$ cat src/verilog/switch_scan_pkg.sv
package switch_scan_pkg;

  // register indices on the serial register port
  localparam logic [5:0] ADDR_CONFIG    = 6'h1a;
  localparam logic [5:0] ADDR_IN_ENABLE = 6'h1b;
  localparam logic [5:0] ADDR_CUR_DIR   = 6'h1c;

  // field positions in the main configuration register
  localparam int RESET_BIT     = 0;
  localparam int POLL_TIME_LSB = 1;
  localparam int POLL_EN_BIT   = 10;
  localparam int RUN_BIT       = 11;

  // widths and reset values
  localparam int REG_W       = 24;
  localparam int NUM_INPUTS  = 24;
  localparam int DIR_INPUTS  = 10;
  localparam int PERIOD_W    = 13;
  localparam logic [23:0] CONFIG_RESET   = 24'h00_0000;
  localparam logic [23:0] ENABLE_RESET   = 24'h00_0000;
  localparam logic [23:0] CUR_DIR_RESET  = 24'h00_0000;
  localparam logic [23:0] CUR_DIR_RW     = 24'h00_03ff;
  localparam logic [3:0]  POLL_CODE_MAX  = 4'hc;
  localparam logic [12:0] POLL_FALLBACK  = 13'h0008;

  // timing: one millisecond expressed in core clock cycles
  localparam int CLK_PERIOD_NS = 20;
  localparam int MS_NS         = 1000000;
  localparam int MS_CYCLES     = MS_NS / CLK_PERIOD_NS;

  // one access from the serial frame decoder
  typedef struct packed {
    logic        wr;
    logic        rd;
    logic [5:0]  addr;
    logic [23:0] wdata;
  } reg_req_type;

  typedef enum logic [1:0] {
    SCAN_IDLE = 2'b00,
    SCAN_WAIT = 2'b01,
    SCAN_STEP = 2'b10
  } scan_state_type;

endpackage

$ cat src/verilog/switch_scan_config_regs.sv
`timescale 1ns/100ps
// Operation
// poll code 0..C gives 2..4096 ms; codes above C give 8 ms.
// writing one to config bit 0 starts a whole-device software reset.
// one enable bit per input 0..23; polling skips inputs with zero.
// only inputs with enable one are monitored and polled.
// direction bit zero selects current source, one selects current sink, inputs 0..9.
// input enable register resets to zero, all inputs disabled.
// direction register resets to zero; bits 23..10 reserved, read zero.
// controller stops run bit before reconfiguring, then restarts it.
// poll-enable zero runs continuous; one runs polling at the chosen period.
// software reset returns all configuration, reset bit included, to reset values.
module switch_scan_config_regs #(
  parameter int ms_cycles = switch_scan_pkg::MS_CYCLES
) (
  // clock and reset
  input  wire logic                        core_clk,
  input  wire logic                        srst,
  // register port from the serial frame decoder
  input  wire switch_scan_pkg::reg_req_type reg_req,
  output logic [23:0]                       reg_rdata,
  // device control outputs
  output logic                              soft_reset_pulse,
  output logic [23:0]                       channel_monitor_en,
  output logic [9:0]                        current_direction_bit,
  output logic [12:0]                       poll_period_ms,
  output logic                              poll_mode,
  // scan sequence
  output logic                              scan_valid,
  output logic [4:0]                        scan_channel
);

  // poll code to period in milliseconds
  function automatic logic [12:0] poll_decode(input logic [3:0] code);
    logic [12:0] ms;
    ms = switch_scan_pkg::POLL_FALLBACK;
    if (code <= switch_scan_pkg::POLL_CODE_MAX) begin
      unique case (code)
        4'h5:    ms = 13'h0030;
        default: ms = 13'(13'h0002 << (code - ((code > 4'h5) ? 4'h1 : 4'h0)));
      endcase
    end
    return ms;
  endfunction

  logic [23:0]  config_reg;
  logic [23:0]  in_enable;
  logic [23:0]  cur_dir;
  logic         reset_pending;
  logic [23:0]  next_config_reg;
  logic [23:0]  next_in_enable;
  logic [23:0]  next_cur_dir;
  logic         next_reset_pending;
  logic [23:0]  next_rdata;
  logic [12:0]  next_period;
  logic         run;
  logic         poll_en;

  assign run     = config_reg[switch_scan_pkg::RUN_BIT];
  assign poll_en = config_reg[switch_scan_pkg::POLL_EN_BIT];

  // register writes, software reset and readback
  always_comb begin
    next_config_reg    = config_reg;
    next_in_enable     = in_enable;
    next_cur_dir       = cur_dir;
    next_reset_pending = 1'b0;
    next_rdata         = 24'h00_0000;
    if (reset_pending) begin
      next_config_reg = switch_scan_pkg::CONFIG_RESET;
      next_in_enable  = switch_scan_pkg::ENABLE_RESET;
      next_cur_dir    = switch_scan_pkg::CUR_DIR_RESET;
    end else if (reg_req.wr) begin
      unique case (reg_req.addr)
        switch_scan_pkg::ADDR_CONFIG: begin
          next_config_reg    = reg_req.wdata & 24'hff_fffe;
          next_reset_pending = reg_req.wdata[switch_scan_pkg::RESET_BIT];
        end
        switch_scan_pkg::ADDR_IN_ENABLE: next_in_enable = reg_req.wdata;
        switch_scan_pkg::ADDR_CUR_DIR:   next_cur_dir = reg_req.wdata & switch_scan_pkg::CUR_DIR_RW;
        default: ;
      endcase
    end
    if (reg_req.rd) begin
      unique case (reg_req.addr)
        switch_scan_pkg::ADDR_CONFIG:    next_rdata = config_reg | 24'(reset_pending);
        switch_scan_pkg::ADDR_IN_ENABLE: next_rdata = in_enable;
        switch_scan_pkg::ADDR_CUR_DIR:   next_rdata = cur_dir;
        default:                         next_rdata = 24'h00_0000;
      endcase
    end
    next_period = poll_decode(config_reg[switch_scan_pkg::POLL_TIME_LSB +: 4]);
  end

  // register state
  always_ff @(posedge core_clk) begin
    if (srst) begin
      config_reg       <= switch_scan_pkg::CONFIG_RESET;
      in_enable        <= switch_scan_pkg::ENABLE_RESET;
      cur_dir          <= switch_scan_pkg::CUR_DIR_RESET;
      reset_pending    <= 1'b0;
      reg_rdata        <= 24'h00_0000;
      poll_period_ms   <= 13'h0002;
    end else begin
      config_reg       <= next_config_reg;
      in_enable        <= next_in_enable;
      cur_dir          <= next_cur_dir;
      reset_pending    <= next_reset_pending;
      reg_rdata        <= next_rdata;
      poll_period_ms   <= next_period;
    end
  end

  // control outputs straight from the registers
  assign soft_reset_pulse      = reset_pending;
  assign channel_monitor_en    = in_enable;
  assign current_direction_bit = cur_dir[9:0];
  assign poll_mode             = poll_en;

  switch_scan_pkg::scan_state_type state;
  switch_scan_pkg::scan_state_type next_state;
  logic [15:0] pre_cnt;
  logic [12:0] ms_cnt;
  logic [4:0]  idx;
  logic [15:0] next_pre_cnt;
  logic [12:0] next_ms_cnt;
  logic [4:0]  next_idx;
  logic        next_scan_valid;
  logic [4:0]  next_scan_channel;
  logic        ms_tick;
  logic        period_tick;

  assign ms_tick     = (pre_cnt == 16'(ms_cycles - 1));
  assign period_tick = ms_tick && (ms_cnt == 13'(poll_period_ms - 13'h0001));

  // scan sequencer: continuous sweeps or one sweep per poll period
  always_comb begin
    next_state        = state;
    next_pre_cnt      = 16'h0000;
    next_ms_cnt       = 13'h0000;
    next_idx          = idx;
    next_scan_valid   = 1'b0;
    next_scan_channel = scan_channel;
    unique case (state)
      switch_scan_pkg::SCAN_IDLE: begin
        next_idx = 5'h00;
        if (run) begin
          next_state = poll_en ? switch_scan_pkg::SCAN_WAIT : switch_scan_pkg::SCAN_STEP;
        end
      end
      switch_scan_pkg::SCAN_WAIT: begin
        if (!run) begin
          next_state = switch_scan_pkg::SCAN_IDLE;
        end else if (period_tick) begin
          next_state = switch_scan_pkg::SCAN_STEP;
        end else begin
          next_pre_cnt = ms_tick ? 16'h0000 : 16'(pre_cnt + 16'h0001);
          next_ms_cnt  = ms_tick ? 13'(ms_cnt + 13'h0001) : ms_cnt;
        end
      end
      switch_scan_pkg::SCAN_STEP: begin
        if (!run) begin
          next_state = switch_scan_pkg::SCAN_IDLE;
        end else begin
          next_scan_valid   = in_enable[idx];
          next_scan_channel = idx;
          if (idx == 5'(switch_scan_pkg::NUM_INPUTS - 1)) begin
            next_idx = 5'h00;
            if (poll_en) begin
              next_state = switch_scan_pkg::SCAN_WAIT;
            end
          end else begin
            next_idx = 5'(idx + 5'h01);
          end
        end
      end
      default: next_state = switch_scan_pkg::SCAN_IDLE;
    endcase
  end

  // sequencer state
  always_ff @(posedge core_clk) begin
    if (srst) begin
      state        <= switch_scan_pkg::SCAN_IDLE;
      pre_cnt      <= 16'h0000;
      ms_cnt       <= 13'h0000;
      idx          <= 5'h00;
      scan_valid   <= 1'b0;
      scan_channel <= 5'h00;
    end else begin
      state        <= next_state;
      pre_cnt      <= next_pre_cnt;
      ms_cnt       <= next_ms_cnt;
      idx          <= next_idx;
      scan_valid   <= next_scan_valid;
      scan_channel <= next_scan_channel;
    end
  end

  // checks
  poll_fallback_a: assert property (@(posedge core_clk) disable iff (srst)
    config_reg[4:1] > 4'hc |=> poll_period_ms == 13'h0008)
    else $error("poll code above C did not give 8 ms");
  poll_table_a: assert property (@(posedge core_clk) disable iff (srst)
    config_reg[4:1] == 4'h5 |=> poll_period_ms == 13'h0030)
    else $error("poll code 5 did not give 48 ms");
  soft_reset_a: assert property (@(posedge core_clk) disable iff (srst)
    reg_req.wr && reg_req.addr == 6'h1a && reg_req.wdata[0] && !reset_pending
    |=> soft_reset_pulse ##1 (config_reg == 24'h00_0000 && in_enable == 24'h00_0000))
    else $error("software reset did not clear configuration");
  reset_clear_a: assert property (@(posedge core_clk) disable iff (srst)
    soft_reset_pulse |=> !soft_reset_pulse && cur_dir == 24'h00_0000)
    else $error("reset bit or direction not cleared");
  skip_disabled_a: assert property (@(posedge core_clk) disable iff (srst)
    state == switch_scan_pkg::SCAN_STEP && run && !in_enable[idx] |=> !scan_valid)
    else $error("disabled input was scanned");
  por_values_a: assert property (@(posedge core_clk)
    $past(srst) |-> in_enable == 24'h00_0000 && cur_dir == 24'h00_0000)
    else $error("reset value wrong");
  reserved_dir_a: assert property (@(posedge core_clk) disable iff (srst)
    reg_req.rd && reg_req.addr == 6'h1c |=> reg_rdata[23:10] == 14'h0000)
    else $error("reserved direction bits read nonzero");
  dir_follow_a: assert property (@(posedge core_clk) disable iff (srst)
    reg_req.wr && reg_req.addr == 6'h1c && !reset_pending
    |=> current_direction_bit == $past(reg_req.wdata[9:0]))
    else $error("direction bits did not follow write");
  continuous_a: assert property (@(posedge core_clk) disable iff (srst)
    state == switch_scan_pkg::SCAN_IDLE && run && !poll_en
    |=> state == switch_scan_pkg::SCAN_STEP)
    else $error("continuous mode did not start scanning");
  stop_a: assert property (@(posedge core_clk) disable iff (srst)
    !run && state != switch_scan_pkg::SCAN_IDLE |=> state == switch_scan_pkg::SCAN_IDLE)
    else $error("sequencer ignored run stop");

  poll_wakeup_c: cover property (@(posedge core_clk) disable iff (srst)
    state == switch_scan_pkg::SCAN_WAIT ##1 state == switch_scan_pkg::SCAN_STEP);
  soft_reset_c: cover property (@(posedge core_clk) disable iff (srst) soft_reset_pulse);
  scan_hit_c: cover property (@(posedge core_clk) disable iff (srst)
    scan_valid && scan_channel == 5'h17);

endmodule // switch_scan_config_regs

$ cat config.mk
export PLATFORM = sky130hd
export DESIGN_NAME = switch_scan_config_regs
export DESIGN_NICKNAME = d
export VERILOG_FILES = /design/src/verilog/switch_scan_pkg.sv /design/src/verilog/switch_scan_config_regs.sv
export SDC_FILE = /design/constraint.sdc
export NUM_CORES = 1
export LEC_CHECK = 0
export BUFFER_PORTS_ARGS = -buffer_cell sky130_fd_sc_hd__buf_2
export CAP_MARGIN = 20
export CORE_UTILIZATION = 25
export DETAILED_ROUTE_END_ITERATION = 12
export PLACE_DENSITY = 0.39
export SYNTH_ARGS = -nofsm -noshare
export SYNTH_HDL_FRONTEND = slang
export SYNTH_SLANG_ARGS = --single-unit
$ cat constraint.sdc
create_clock -name core_clk -period 4.48 [get_ports core_clk]
set_input_delay 0.672 -clock core_clk [delete_from_list [all_inputs] [get_ports core_clk]]
set_output_delay 0.672 -clock core_clk [all_outputs]
set_load 0.01 [all_outputs]
# After elaboration in Yosys (flattened, before gate mapping)
# Cells that the tools add are included.
[classes]
addsub = 5
order_cmp = 3
eq_ne = 14
shift = 1
muxes = 17
bitwise = 8
n_reduce_logical = 17
[ops]
columns = ["cell", "n"]
rows = [
  ["case mux 24 bit (3 select lines)", 1],
  ["bitwise OR 24 x 1 -> 24 bit", 1],
  ["equality test 6 x 5 -> 1 bit (second input constant)", 3],
  ["adder 16 x 1 -> 16 bit (second input constant)", 1],
  ["equality test 16 bit (second input constant)", 1],
  ["2-to-1 mux 2 bit", 7],
  ["adder 13 x 1 -> 13 bit (second input constant)", 1],
  ["equality test 13 bit", 1],
  ["<< shifter 2 x 4 -> 13 bit (first input constant)", 1],
  ["subtractor 13 x 1 -> 13 bit (second input constant)", 1],
  ["2-to-1 mux 5 bit", 2],
  ["case mux 5 bit (2 select lines)", 1],
  ["AND reduction 2 bit", 5],
  ["!= test 3 bit (second input constant)", 3],
  ["OR reduction 4 bit", 2],
  ["NOT 1 bit", 7],
  ["< comparator 5 x 6 -> 1 bit (second input constant)", 1],
  ["2-to-1 mux 6 bit", 1],
  ["case mux 2 bit (3 select lines)", 1],
  ["OR reduction 2 bit", 3],
  ["OR reduction 3 bit", 2],
  ["adder 5 x 1 -> 5 bit (second input constant)", 1],
  ["binary-select mux 1 bit (select 5 bit)", 1],
  ["equality test 5 bit (second input constant)", 1],
  ["other kinds (14)", 16],
]
[totals]
register_bits = 137
input_bits = 34
out_inout_bits = 79

# Logic depth before layout (Yosys ltp)
# Gate-level depths: netlist (run 1).
[logic_depth]
word_depth = 6
depth_mapped = 9
mapped_depth_nobuf = 8

# Worst setup path after synthesis (run 1)
# OpenSTA, ideal clock, no wires.
[synth_path]
path_type = "flip-flop to flip-flop"
start = "register poll_period_ms[1]"
end = "register state[0]"
arrival_time_ns = 2.307
required_time_ns = 4.365
slack_ns = 2.058
stages_incl_launch_ff = 10
period_less_slack_ns = 2.422
cell_sequence = "dfxtp_1 inv_1 ha_1 or4b_4 or4_1 o311ai_1 a21oi_1 o31ai_2 buf_6 nand2_1"
[synth_between]
elab_chain_cells = 5
[synth_rtl]
columns = ["item", "line_no", "rtl"]
rows = [
  ["from (decl)", "switch_scan_config_regs.sv:26", "output logic [12:0] poll_period_ms,"],
  ["from (signal assigned)", "switch_scan_config_regs.sv:110", "poll_period_ms <= next_period;"],
  ["subtractor 13 x 1 -> 13 bit", "switch_scan_config_regs.sv:134", "assign period_tick = ms_tick && (ms_cnt == 13'(poll_period_ms - 13'h0001));"],
  ["equality test 13 bit", "switch_scan_config_regs.sv:134", ""],
  ["logical AND 1 bit", "switch_scan_config_regs.sv:134", ""],
  ["!= test 3 bit (no line)", "n/a", ""],
  ["AND reduction 4 bit (no line)", "n/a", ""],
  ["to (signal assigned)", "switch_scan_config_regs.sv:184", "state <= switch_scan_pkg::SCAN_IDLE;"],
  ["to (signal assigned)", "switch_scan_config_regs.sv:191", "state <= next_state;"],
  ["to (decl)", "switch_scan_config_regs.sv:120", "switch_scan_pkg::scan_state_type state;"],
]
# No other way between the ends.
# A chain may end at the register's enable or synchronous reset.

# Worst setup path in the final report (run 1)
[layout_path]
start = "register poll_period_ms[1]"
end = "register ms_cnt[2]"
[layout_between]
elab_chain_cells = 4
[layout_rtl]
columns = ["item", "line_no", "rtl"]
rows = [
  ["subtractor 13 x 1 -> 13 bit", "switch_scan_config_regs.sv:134", ""],
  ["equality test 13 bit", "switch_scan_config_regs.sv:134", ""],
  ["logical AND 1 bit", "switch_scan_config_regs.sv:134", ""],
  ["OR reduction 4 bit (no line)", "n/a", ""],
  ["to (signal assigned)", "switch_scan_config_regs.sv:193", "ms_cnt <= next_ms_cnt;"],
  ["to (decl)", "switch_scan_config_regs.sv:123", "logic [12:0] ms_cnt;"],
]
# No other way between the ends.

==> flow_metrics.tcl, run 1 <==
set metrics [dict create \
    gp_congestion 0.779 \
    p_leak_nw 2.78 \
    gr-usage-met3_pct 4.48 \
    hpwl_mm 12.2 \
    r2r_start "poll_period_ms[1]" \
    seq_area_um2 2720 \
    path_clk_slew_ns 0.06 \
    synth_cell_types 61 \
    postRouteAntennaNets 0 \
    chipHeight_um 155 \
    ctsResizeCount 0 \
    nFillCells 2401 \
    layout-drive-gt1-share_pct 20.7 \
    routed_via_density 4.71 \
    grtUsageMet2_pct 24.8 \
    synth_edf_count 0 \
    intPower_mw 2.13 \
    crit_path_cell_trace "inv_1 > ha_1 > or4b_4 > or4_1 > o311ai_1 > a21oi_1 > o31ai_2 > buf_6 > nor2_1" \
    wl_mm 17.4 \
    critical_path_required_ns 4.79 \
    cts_buffers 17 \
    h-tree-depth 4 \
    pwr-share-seq_pct 44.0 \
    coreArea_um2 22800 \
    hold_viol_final 0 \
    path_max_fanout 8 \
    grt_max_degree 39 \
    holdPathEnd "config_reg[21]" \
    worstSkewPairLatency_ns 0.42 \
    power_frac_comb_pct 2.7 \
    r2r-end "ms_cnt[2]" \
    nNetsFinal 824 \
    grt_pass1_vias 5205 \
    tightest_slew_ns 1.09 \
    synth_cells 689 \
    multi_input_area_um2 2930 \
    syn_avg_cell_area_um2 8.50 \
    routedWlPerCell_um 15.7 \
    grt_pass1_wl_mm 28.0 \
    yosys_warnings 0 \
    fmax_mhz 353 \
    final_max_slew_viol_count 0 \
    rrSetupSlack_ns 1.65 \
    timing.final.crit_period_ns 2.83 \
    min_path_type "reg2reg" \
    ctsHoldBuffers 0 \
    start_util_pct 25.7 \
    skew_ns 0.0117 \
    drc 0 \
    io_buffer_count 111 \
    grt.overflow.total 0 \
    netSwitchingFraction_pct 22.7 \
    antenna_found_initial 2 \
    rows 55 \
    clock_path_buffers 2 \
    worst_setup_path_end_kind "flip-flop" \
    gr-max-usage-layer "met2" \
    dr.first_iter.drc_count 226 \
    relSlewSlack_pct 27.3 \
    hold_depth 2 \
    pin_count 113 \
    status "complete, no violations" \
    tns_ns 0 \
    syn_area_um2 5860 \
    cpLargestDelayFamily "simple AND/OR/NAND/NOR gates" \
    dieArea_um2 24000 \
    post_cts_buffers 0 \
    rsz0062_at_grt "false" \
    min_period_over_period_pct 63.2 \
    p_sw_mw 0.628 \
    firstDrtPassIters 5 \
    use_met1_pct 18.4 \
    synth_seq_cells 136 \
    synthFlopType "dfxtp_1" \
    async_flop_share_pct 0 \
    clockPowerShare_pct 53.2 \
    vias 5230 \
    area_growth_pct 25.0 \
    rr_worst_depth 9 \
    die_w_um 155 \
    clock_sinks 136 \
    cts_tree "done" \
    slowest_stage "o31ai_2" \
    cts-root-buf "clkbuf_16" \
    grt_use_total_pct 15.1 \
    power_density_nw_per_um2 377 \
    arrival_ns 3.14 \
    worst_ir_drop_vdd_mv 0.233 \
    hp-start "config_reg[21]" \
    crit_buf_inv 2 \
    syn-num-nets 729 \
    drv_cap 0 \
    power.total_mw 2.76 \
    yosysSeqAreaShare_pct 46.5 \
    worstSetupStartpointType "flip-flop" \
    setup_viol 0 \
    critical-path-max-stage-delay_ns 0.62 \
    crit_type "reg2reg" \
]
## layout by cell type, fill, tap and decap left out, types with 3 or more instances in the layout
| cell type | synthesis | routed |
|---|---|---|
| o21ai_0 | 12 | 12 |
| nor3b_1 | 5 | 5 |
| nor2_1 | 74 | 74 |
| mux4_2 | 7 | 7 |
| inv_6 | 0 | 7 |
| nand3b_1 | 3 | 3 |
| and4_1 | 3 | 3 |
| clkbuf_16 | 0 | 17 |
| nor4_1 | 5 | 5 |
| dfxtp_1 | 136 | 136 |
| ha_1 | 6 | 6 |
| nand4_1 | 6 | 6 |
| mux2i_1 | 19 | 19 |
| buf_2 | 0 | 111 |
| buf_4 | 1 | 3 |
| a222oi_1 | 10 | 10 |
| and3_1 | 8 | 8 |
| nand2b_1 | 6 | 6 |
| inv_1 | 12 | 12 |
| and2_1 | 5 | 5 |
| nor3_1 | 12 | 12 |
| nor2b_1 | 6 | 6 |
| nand3_1 | 23 | 23 |
| xnor2_1 | 19 | 19 |
| bufinv_16 | 0 | 3 |
| xor2_1 | 20 | 20 |
| or4_1 | 3 | 3 |
| a21oi_1 | 71 | 71 |
| nand2_1 | 136 | 136 |
## layer usage
metal,routed length (um),part of all wire [%],vias up
met3,1150,6.6,24
met4,298,1.7,0
met2,8180,47,149
li1,-,-,2579
met1,7800,45,2478
met5,0,0,-
## power by group through the flow
stage	Sequential, mW	Combinational, mW	Clock, mW
floorplan	1.24	0.0403	0
global placement	1.24	0.0728	0
detailed placement	1.24	0.0761	0
CTS	1.21	0.0764	1.51
global route	1.21	0.0827	1.57
finish	1.21	0.0754	1.47
## final cells by class
class / instances / area share (%)
multi-input combinational: 501 / 40.1
antenna: 1 / 0.0342
timing repair buffer: 116 / 8.33
clock inverter: 14 / 2.51
clock buffer: 18 / 5.87
inverter: 12 / 0.616
sequential: 136 / 37.2
tap: 313 / 5.35
## cells in the mapped netlist, types with 2 or more instances
library cell,n,area [um^2]
a21o_1,2,15.0
a21oi_1,71,355
a222oi_1,10,100
a22oi_1,2,15.0
a41oi_1,2,17.5
and2_1,5,31.3
and3_1,8,50.1
and4_1,3,26.3
clkbuf_1,37,139
dfxtp_1,136,2720
ha_1,6,75.1
inv_1,12,45.0
mux2i_1,19,190
mux4_2,7,158
nand2_1,136,510
nand2b_1,6,37.5
nand3_1,23,115
nand3b_1,3,22.5
nand4_1,6,37.5
nor2_1,74,278
nor2b_1,6,37.5
nor3_1,12,60.1
nor3b_1,5,37.5
nor4_1,5,31.3
nor4b_1,2,17.5
o2111ai_1,2,17.5
o211ai_1,2,15.0
o21ai_0,12,60.1
o21ai_1,2,10.0
or2_2,2,12.5
or3_1,2,12.5
or4_1,3,22.5
xnor2_1,19,166
xor2_1,20,175
## through the flow
stage | util (%) | cell area, um^2 | hold slack (ns) | cells | worst slack (ns)
floorplan | - | 5860 | 0.430 | 689 | 2.06
global placement | 29.3 | 6670 | 0.440 | 1076 | 1.47
detailed placement | 29.4 | 6690 | 0.447 | 1077 | 1.32
CTS | 32.1 | 7300 | 0.457 | 1109 | 1.37
global route | 32.1 | 7310 | 0.480 | 1110 | 1.47
finish | 32.1 | 7320 | 0.456 | 1111 | 1.65
## worst min-delay path: stages, from the launching register on
cell,delay [ns]
dfxtp_1,0.31
nand2_1,0.05
a21oi_1,0.05
## cells by family (layout without fill, tap and decap cells)
kind of cell,Yosys count,count (layout),synth area share [%]
and+or+nand+nor,312,312,24.7
muxes,27,27,6.13
AOI/OAI and AO/OA,116,116,11.9
other,1,2,0.0640
buffers and inverters,52,160,3.53
DFF,136,136,46.5
xor gates and xnor gates,39,39,5.83
adders and majority gates,6,6,1.28
## worst max path at each step
stage	from	endpoint	slack, ns	cells past startpoint
after floorplan	poll_period_ms[1]	state[0]	2.06	9
after global placement	reg_req[29]	channel_monitor_en[16]	1.47	7
after detailed placement	poll_period_ms[1]	ms_cnt[7]	1.32	8
after CTS	poll_period_ms[1]	ms_cnt[9]	1.37	8
after global routing	poll_period_ms[1]	ms_cnt[3]	1.47	9
final	poll_period_ms[1]	ms_cnt[2]	1.65	9
Power figures use the tool's default switching activity.
==> inputs of run 2 (changes only) <==
clock period = 2.7 ns   (was 4.48 ns; I/O delays follow)
==> flow_metrics.tcl, run 2 (synthesis results as in run 1) <==
set metrics [dict create \
    pin_count 113 \
    tns_ns 0 \
    worst_setup_path_end_kind "flip-flop" \
    relSlewSlack_pct 40.8 \
    rsz0062_at_grt "false" \
    cts-root-buf "clkbuf_16" \
    min_period_over_period_pct 92.8 \
    path_max_fanout 6 \
    start_util_pct 25.7 \
    nFillCells 2420 \
    dp_cells 1090 \
    vias 5206 \
    wl_mm 17.6 \
    grt_use_total_pct 15.3 \
    die_w_um 155 \
    min_path_type "in2reg" \
    gp_congestion 0.816 \
    skew_ns 0.0111 \
    grt_pass1_wl_mm 28.5 \
    arrival_ns 2.86 \
    post_cts_buffers 0 \
    stdcell_count 1124 \
    clock_sinks 136 \
    worst_ir_drop_vdd_mv 0.411 \
    drv_cap 0 \
    rr_worst_depth 8 \
    worstSetupStartpointType "flip-flop" \
    final_max_slew_viol_count 0 \
    routed_via_density 4.63 \
    multi_input_area_um2 2930 \
    setup_viol 0 \
    startpoint "poll_period_ms[1]" \
    layout-drive-gt1-share_pct 22.0 \
    status "complete, no violations" \
    dieArea_um2 24000 \
    fmax_mhz 399 \
    rows 55 \
    final_cell_mix "136 x nand2_1, 136 x dfxtp_1, 111 x buf_2" \
    coreArea_um2 22800 \
    p_leak_nw 2.83 \
    chipHeight_um 155 \
    ctsHoldBuffers 0 \
    endpoint "state[1]" \
    hpwl_mm 12.7 \
    cts_buffers 17 \
    clock_path_buffers 2 \
    cts_tree "done" \
    ctsResizeCount 0 \
    timing.final.crit_period_ns 2.50 \
    grt_pass1_vias 5240 \
    crit_type "reg2reg" \
    critical_path_required_ns 3.05 \
    r2r_start "poll_period_ms[1]" \
    r2r-end "state[1]" \
    path_clk_slew_ns 0.07 \
    worstSkewPairLatency_ns 0.42 \
    power_density_nw_per_um2 610 \
    grt_max_degree 28 \
    hold_viol_final 0 \
    postRouteAntennaNets 0 \
    nNetsFinal 836 \
    routedWlPerCell_um 15.7 \
    antenna_found_initial 4 \
    area_growth_pct 26.7 \
    seq_area_um2 2720 \
    rrSetupSlack_ns 0.20 \
    dr.first_iter.drc_count 306 \
    firstDrtPassIters 5 \
    drc 0 \
    tightest_slew_ns 0.882 \
    grt.overflow.total 0 \
    h-tree-depth 4 \
    io_buffer_count 111 \
]
run 2: changes by cell type in the layout (fill, tap and decap cells not counted), sizes merged:
cell,delta
buf,+12
bufinv,-2
clkinv,+2
clkinvlp,+2
clkbuf,-1
diode,+1
inv,-1
run 2: cell type report:
type,instances,share of cell area [%]
inverters,12,0.607
clock buffers,17,5.74
well taps,313,5.28
multi-input cells,501,39.5
flip-flops and latches,136,36.7
diodes,2,0.0675
clock inverters,15,2.51
repair buffers,128,9.55
run 2: worst min path at each step:
stage,slack [ns],end,from,cells past startpoint
after floorplan,0.43,pre_cnt[0],pre_cnt[0],1
after global placement,0.44,pre_cnt[0],pre_cnt[0],1
after detailed placement,0.45,config_reg[22],config_reg[22],2
after CTS,0.20,config_reg[23],reg_req[23],3
after global routing,0.21,config_reg[22],reg_req[22],3
final,0.23,config_reg[23],reg_req[23],3
run 2: metrics by stage:
| step | total power [mW] | hold slack [ns] | setup slack [ns] | utilization [%] | area [um^2] |
|---|---|---|---|---|---|
| global route | 4.70 | 0.211 | 0.000331 | 32.5 | 7410 |
| finish | 4.52 | 0.226 | 0.195 | 32.6 | 7420 |
| floorplan | 2.13 | 0.430 | 0.278 | - | 5860 |
| global placement | 2.19 | 0.442 | 0.264 | 29.9 | 6800 |
| CTS | 4.59 | 0.205 | 0.195 | 32.5 | 7410 |
| detailed placement | 2.19 | 0.446 | 0.197 | 29.9 | 6800 |
run 2: critical path: stages (launching register included):
cell and delay [ns]:
dfxtp_1 0.34, inv_1 0.06, ha_1 0.22, or4b_4 0.53, or4_1 0.48, o311ai_1 0.09, a21oi_1 0.10, or4_1 0.53
o21ai_1 0.08
run 2: power breakdown:
| group | switching (mW) | internal (mW) |
|---|---|---|
| sequential | 0.00518 | 2.01 |
| combinational | 0.0782 | 0.0487 |
| clock | 1.05 | 1.33 |
run 2: layer usage:
metal / routed length, um / global-route usage (%)
met5: 8 / 0
met4: 263 / 5.09
met3: 1290 / 5.57
met2: 7890 / 24.3
met1: 8160 / 19.0
==> inputs of run 3 (changes only) <==
ABC_AREA = 1   (was not set)
CTS_BUF_LIST = sky130_fd_sc_hd__clkbuf_16   (was not set)
==> flow_metrics.tcl, run 3 <==
set metrics [dict create \
    vias 5724 \
    synth_cells 860 \
    nNetsFinal 1008 \
    h-tree-depth 4 \
    setup_viol 0 \
    die_w_um 160 \
    nFillCells 2724 \
    postRouteAntennaNets 0 \
    dr.first_iter.drc_count 256 \
    post_cts_buffers 0 \
    area_growth_pct 24.6 \
    start_util_pct 25.5 \
    drv_cap 0 \
    ctsHoldBuffers 0 \
    syn-num-nets 900 \
    arrival_ns 2.36 \
    ctsResizeCount 0 \
    firstDrtPassIters 4 \
    power_density_nw_per_um2 593 \
    timing.final.crit_period_ns 2.07 \
    tns_ns 0 \
    drc 0 \
    routed_via_density 4.39 \
    synth.area.top_cells "dfxtp_1 44%, nand2_1 12%, inv_1 6.3%" \
    syn_avg_cell_area_um2 7.24 \
    worstSkewPairLatency_ns 0.43 \
    coreArea_um2 24400 \
    hold_viol_final 0 \
    power.total_mw 4.60 \
    yosysSeqAreaShare_pct 43.7 \
    yosys-top-cells-count "197 x nand2_1, 136 x dfxtp_1, 105 x inv_1" \
    fmax_mhz 484 \
    grt.overflow.total 0 \
    async_flop_share_pct 0 \
    status "complete, no violations" \
    clock_sinks 136 \
    netSwitchingFraction_pct 23.3 \
    critical_path_required_ns 2.99 \
    min_path_type "in2reg" \
    io_buffer_count 111 \
    wl_mm 18.9 \
    antenna_found_initial 1 \
    final_max_slew_viol_count 0 \
    synth.largest_area_cell "dfxtp_1" \
    path_clk_slew_ns 0.07 \
    min_period_over_period_pct 76.5 \
    antenna_cells 0 \
    worstSetupStartpointType "flip-flop" \
    yosysMostFrequentCell "nand2_1" \
    routedWlPerCell_um 14.5 \
    worst_ir_drop_vdd_mv 0.291 \
    synth_cell_types 36 \
    multi_input_area_um2 2930 \
    dieArea_um2 25500 \
    hpwl_mm 13.9 \
    grt_use_total_pct 15.1 \
    relSlewSlack_pct 64.4 \
    path_max_fanout 13 \
    skew_ns 0.00958 \
    design_area_um2 7760 \
    pin_count 113 \
    fin_hold_ws_ns 0.248 \
    seq_area_um2 2720 \
    final_cell_mix "196 x nand2_1, 136 x dfxtp_1, 111 x buf_2" \
    crit_type "reg2reg" \
    clockPowerShare_pct 53.2 \
    synth_edf_count 0 \
    clock_path_buffers 2 \
    place_area_um2 7150 \
    rows 57 \
    synthFlopType "dfxtp_1" \
    cts_tree "done" \
    rsz0062_at_grt "false" \
    grt_max_degree 42 \
    syn_area_um2 6220 \
    layout-drive-gt1-share_pct 19.5 \
    tightest_slew_ns 0.533 \
    grt_pass1_vias 5430 \
    gp_congestion 0.791 \
    cts-root-buf "clkbuf_16" \
    worst_setup_path_end_kind "flip-flop" \
    pwr-share-seq_pct 43.9 \
    synth_top_area_share_pct 43.7 \
    chipHeight_um 160 \
    intPower_mw 3.53 \
    yosys_warnings 0 \
    power_frac_comb_pct 3.0 \
    grt_pass1_wl_mm 30.2 \
    layout_commonest_cell "nand2_1" \
    p_leak_nw 3.14 \
    synth_seq_cells 136 \
    p_sw_mw 1.07 \
    cts_buffers 17 \
]
-- run 3: cell types whose count changed in the layout (fill, tap and decap cells not counted), sizes merged, moves of 10 or more --
cell and delta:
a211oi +30, inv +96, a21oi +10, o21ai +14, nand2 +63, nand3 +34, mux2i -19, o221ai +10
xor2 -12, nor2 +19, a222oi -10
-- run 3: worst max-delay path: stages, from the launching register on --
cell and delay, ns:
dfxtp_1 0.40, inv_1 0.11, ha_1 0.31, inv_1 0.04
nand2_1 0.05, nand3_1 0.06, nor2_1 0.11, nand3_1 0.08
nor2_1 0.08, nand2_1 0.06, nor2_1 0.12, nand2_1 0.11
nand3_2 0.32, nor3b_1 0.09
-- run 3: final timing paths --
check / depth (start not counted) / endpoint / start / slack [ns]
setup / recovery: 13 / ms_cnt[2] / poll_period_ms[1] / 0.63
hold / removal: 3 / cur_dir[5] / reg_req[5] / 0.25
setup reg to reg: 13 / ms_cnt[2] / poll_period_ms[1] / 0.63
hold reg to reg: 2 / reg_rdata[16] / config_reg[16] / 0.46
-- run 3: cell families (layout without fill, tap and decap cells) --
family	after synthesis	count (layout)	synth area share, %
and+or+nand+nor	395	395	28.1
AOI/OAI and AO/OA	156	156	14.9
buffers and inverters	146	266	9.17
DFF	136	136	43.7
xor gates and xnor gates	20	20	2.81
adders and majority gates	6	6	1.21
other	1	1	0.0603
-- run 3: final cells by class --
type / instances / area share [%]
clock buffers: 17 / 5.48
repair buffers: 125 / 8.68
inverters: 110 / 5.32
well taps: 324 / 5.23
flip-flops and latches: 136 / 35.1
clock inverters: 14 / 2.39
multi-input cells: 578 / 37.8
-- run 3: layer usage --
metal  wire length, um  track usage [%]  up-vias  share of wire (%)
met5                12                0        -              0.063
met4               151             4.46        2               0.80
met3               853             4.03       15                4.5
met2              8750             24.4      102                 46
met1              9180             19.7     2578                 48
li1                  -                -     3027                  -
-- run 3: per-stage QoR --
stage	util [%]	worst slack (ns)	std cells
after CTS	31.8	0.636	1304
after detailed placement	29.3	0.630	1273
final	31.8	0.633	1304
after floorplan	-	0.950	860
after global placement	29.3	0.698	1273
after global routing	31.8	0.369	1304
-- run 3: power by group through the flow --
stage,registers (mW),logic [mW],clock network (mW)
after floorplan,2.06,0.0699,0
after global placement,2.06,0.140,0
after detailed placement,2.06,0.138,0
after CTS,2.02,0.139,2.53
after global routing,2.02,0.154,2.62
final,2.02,0.136,2.45
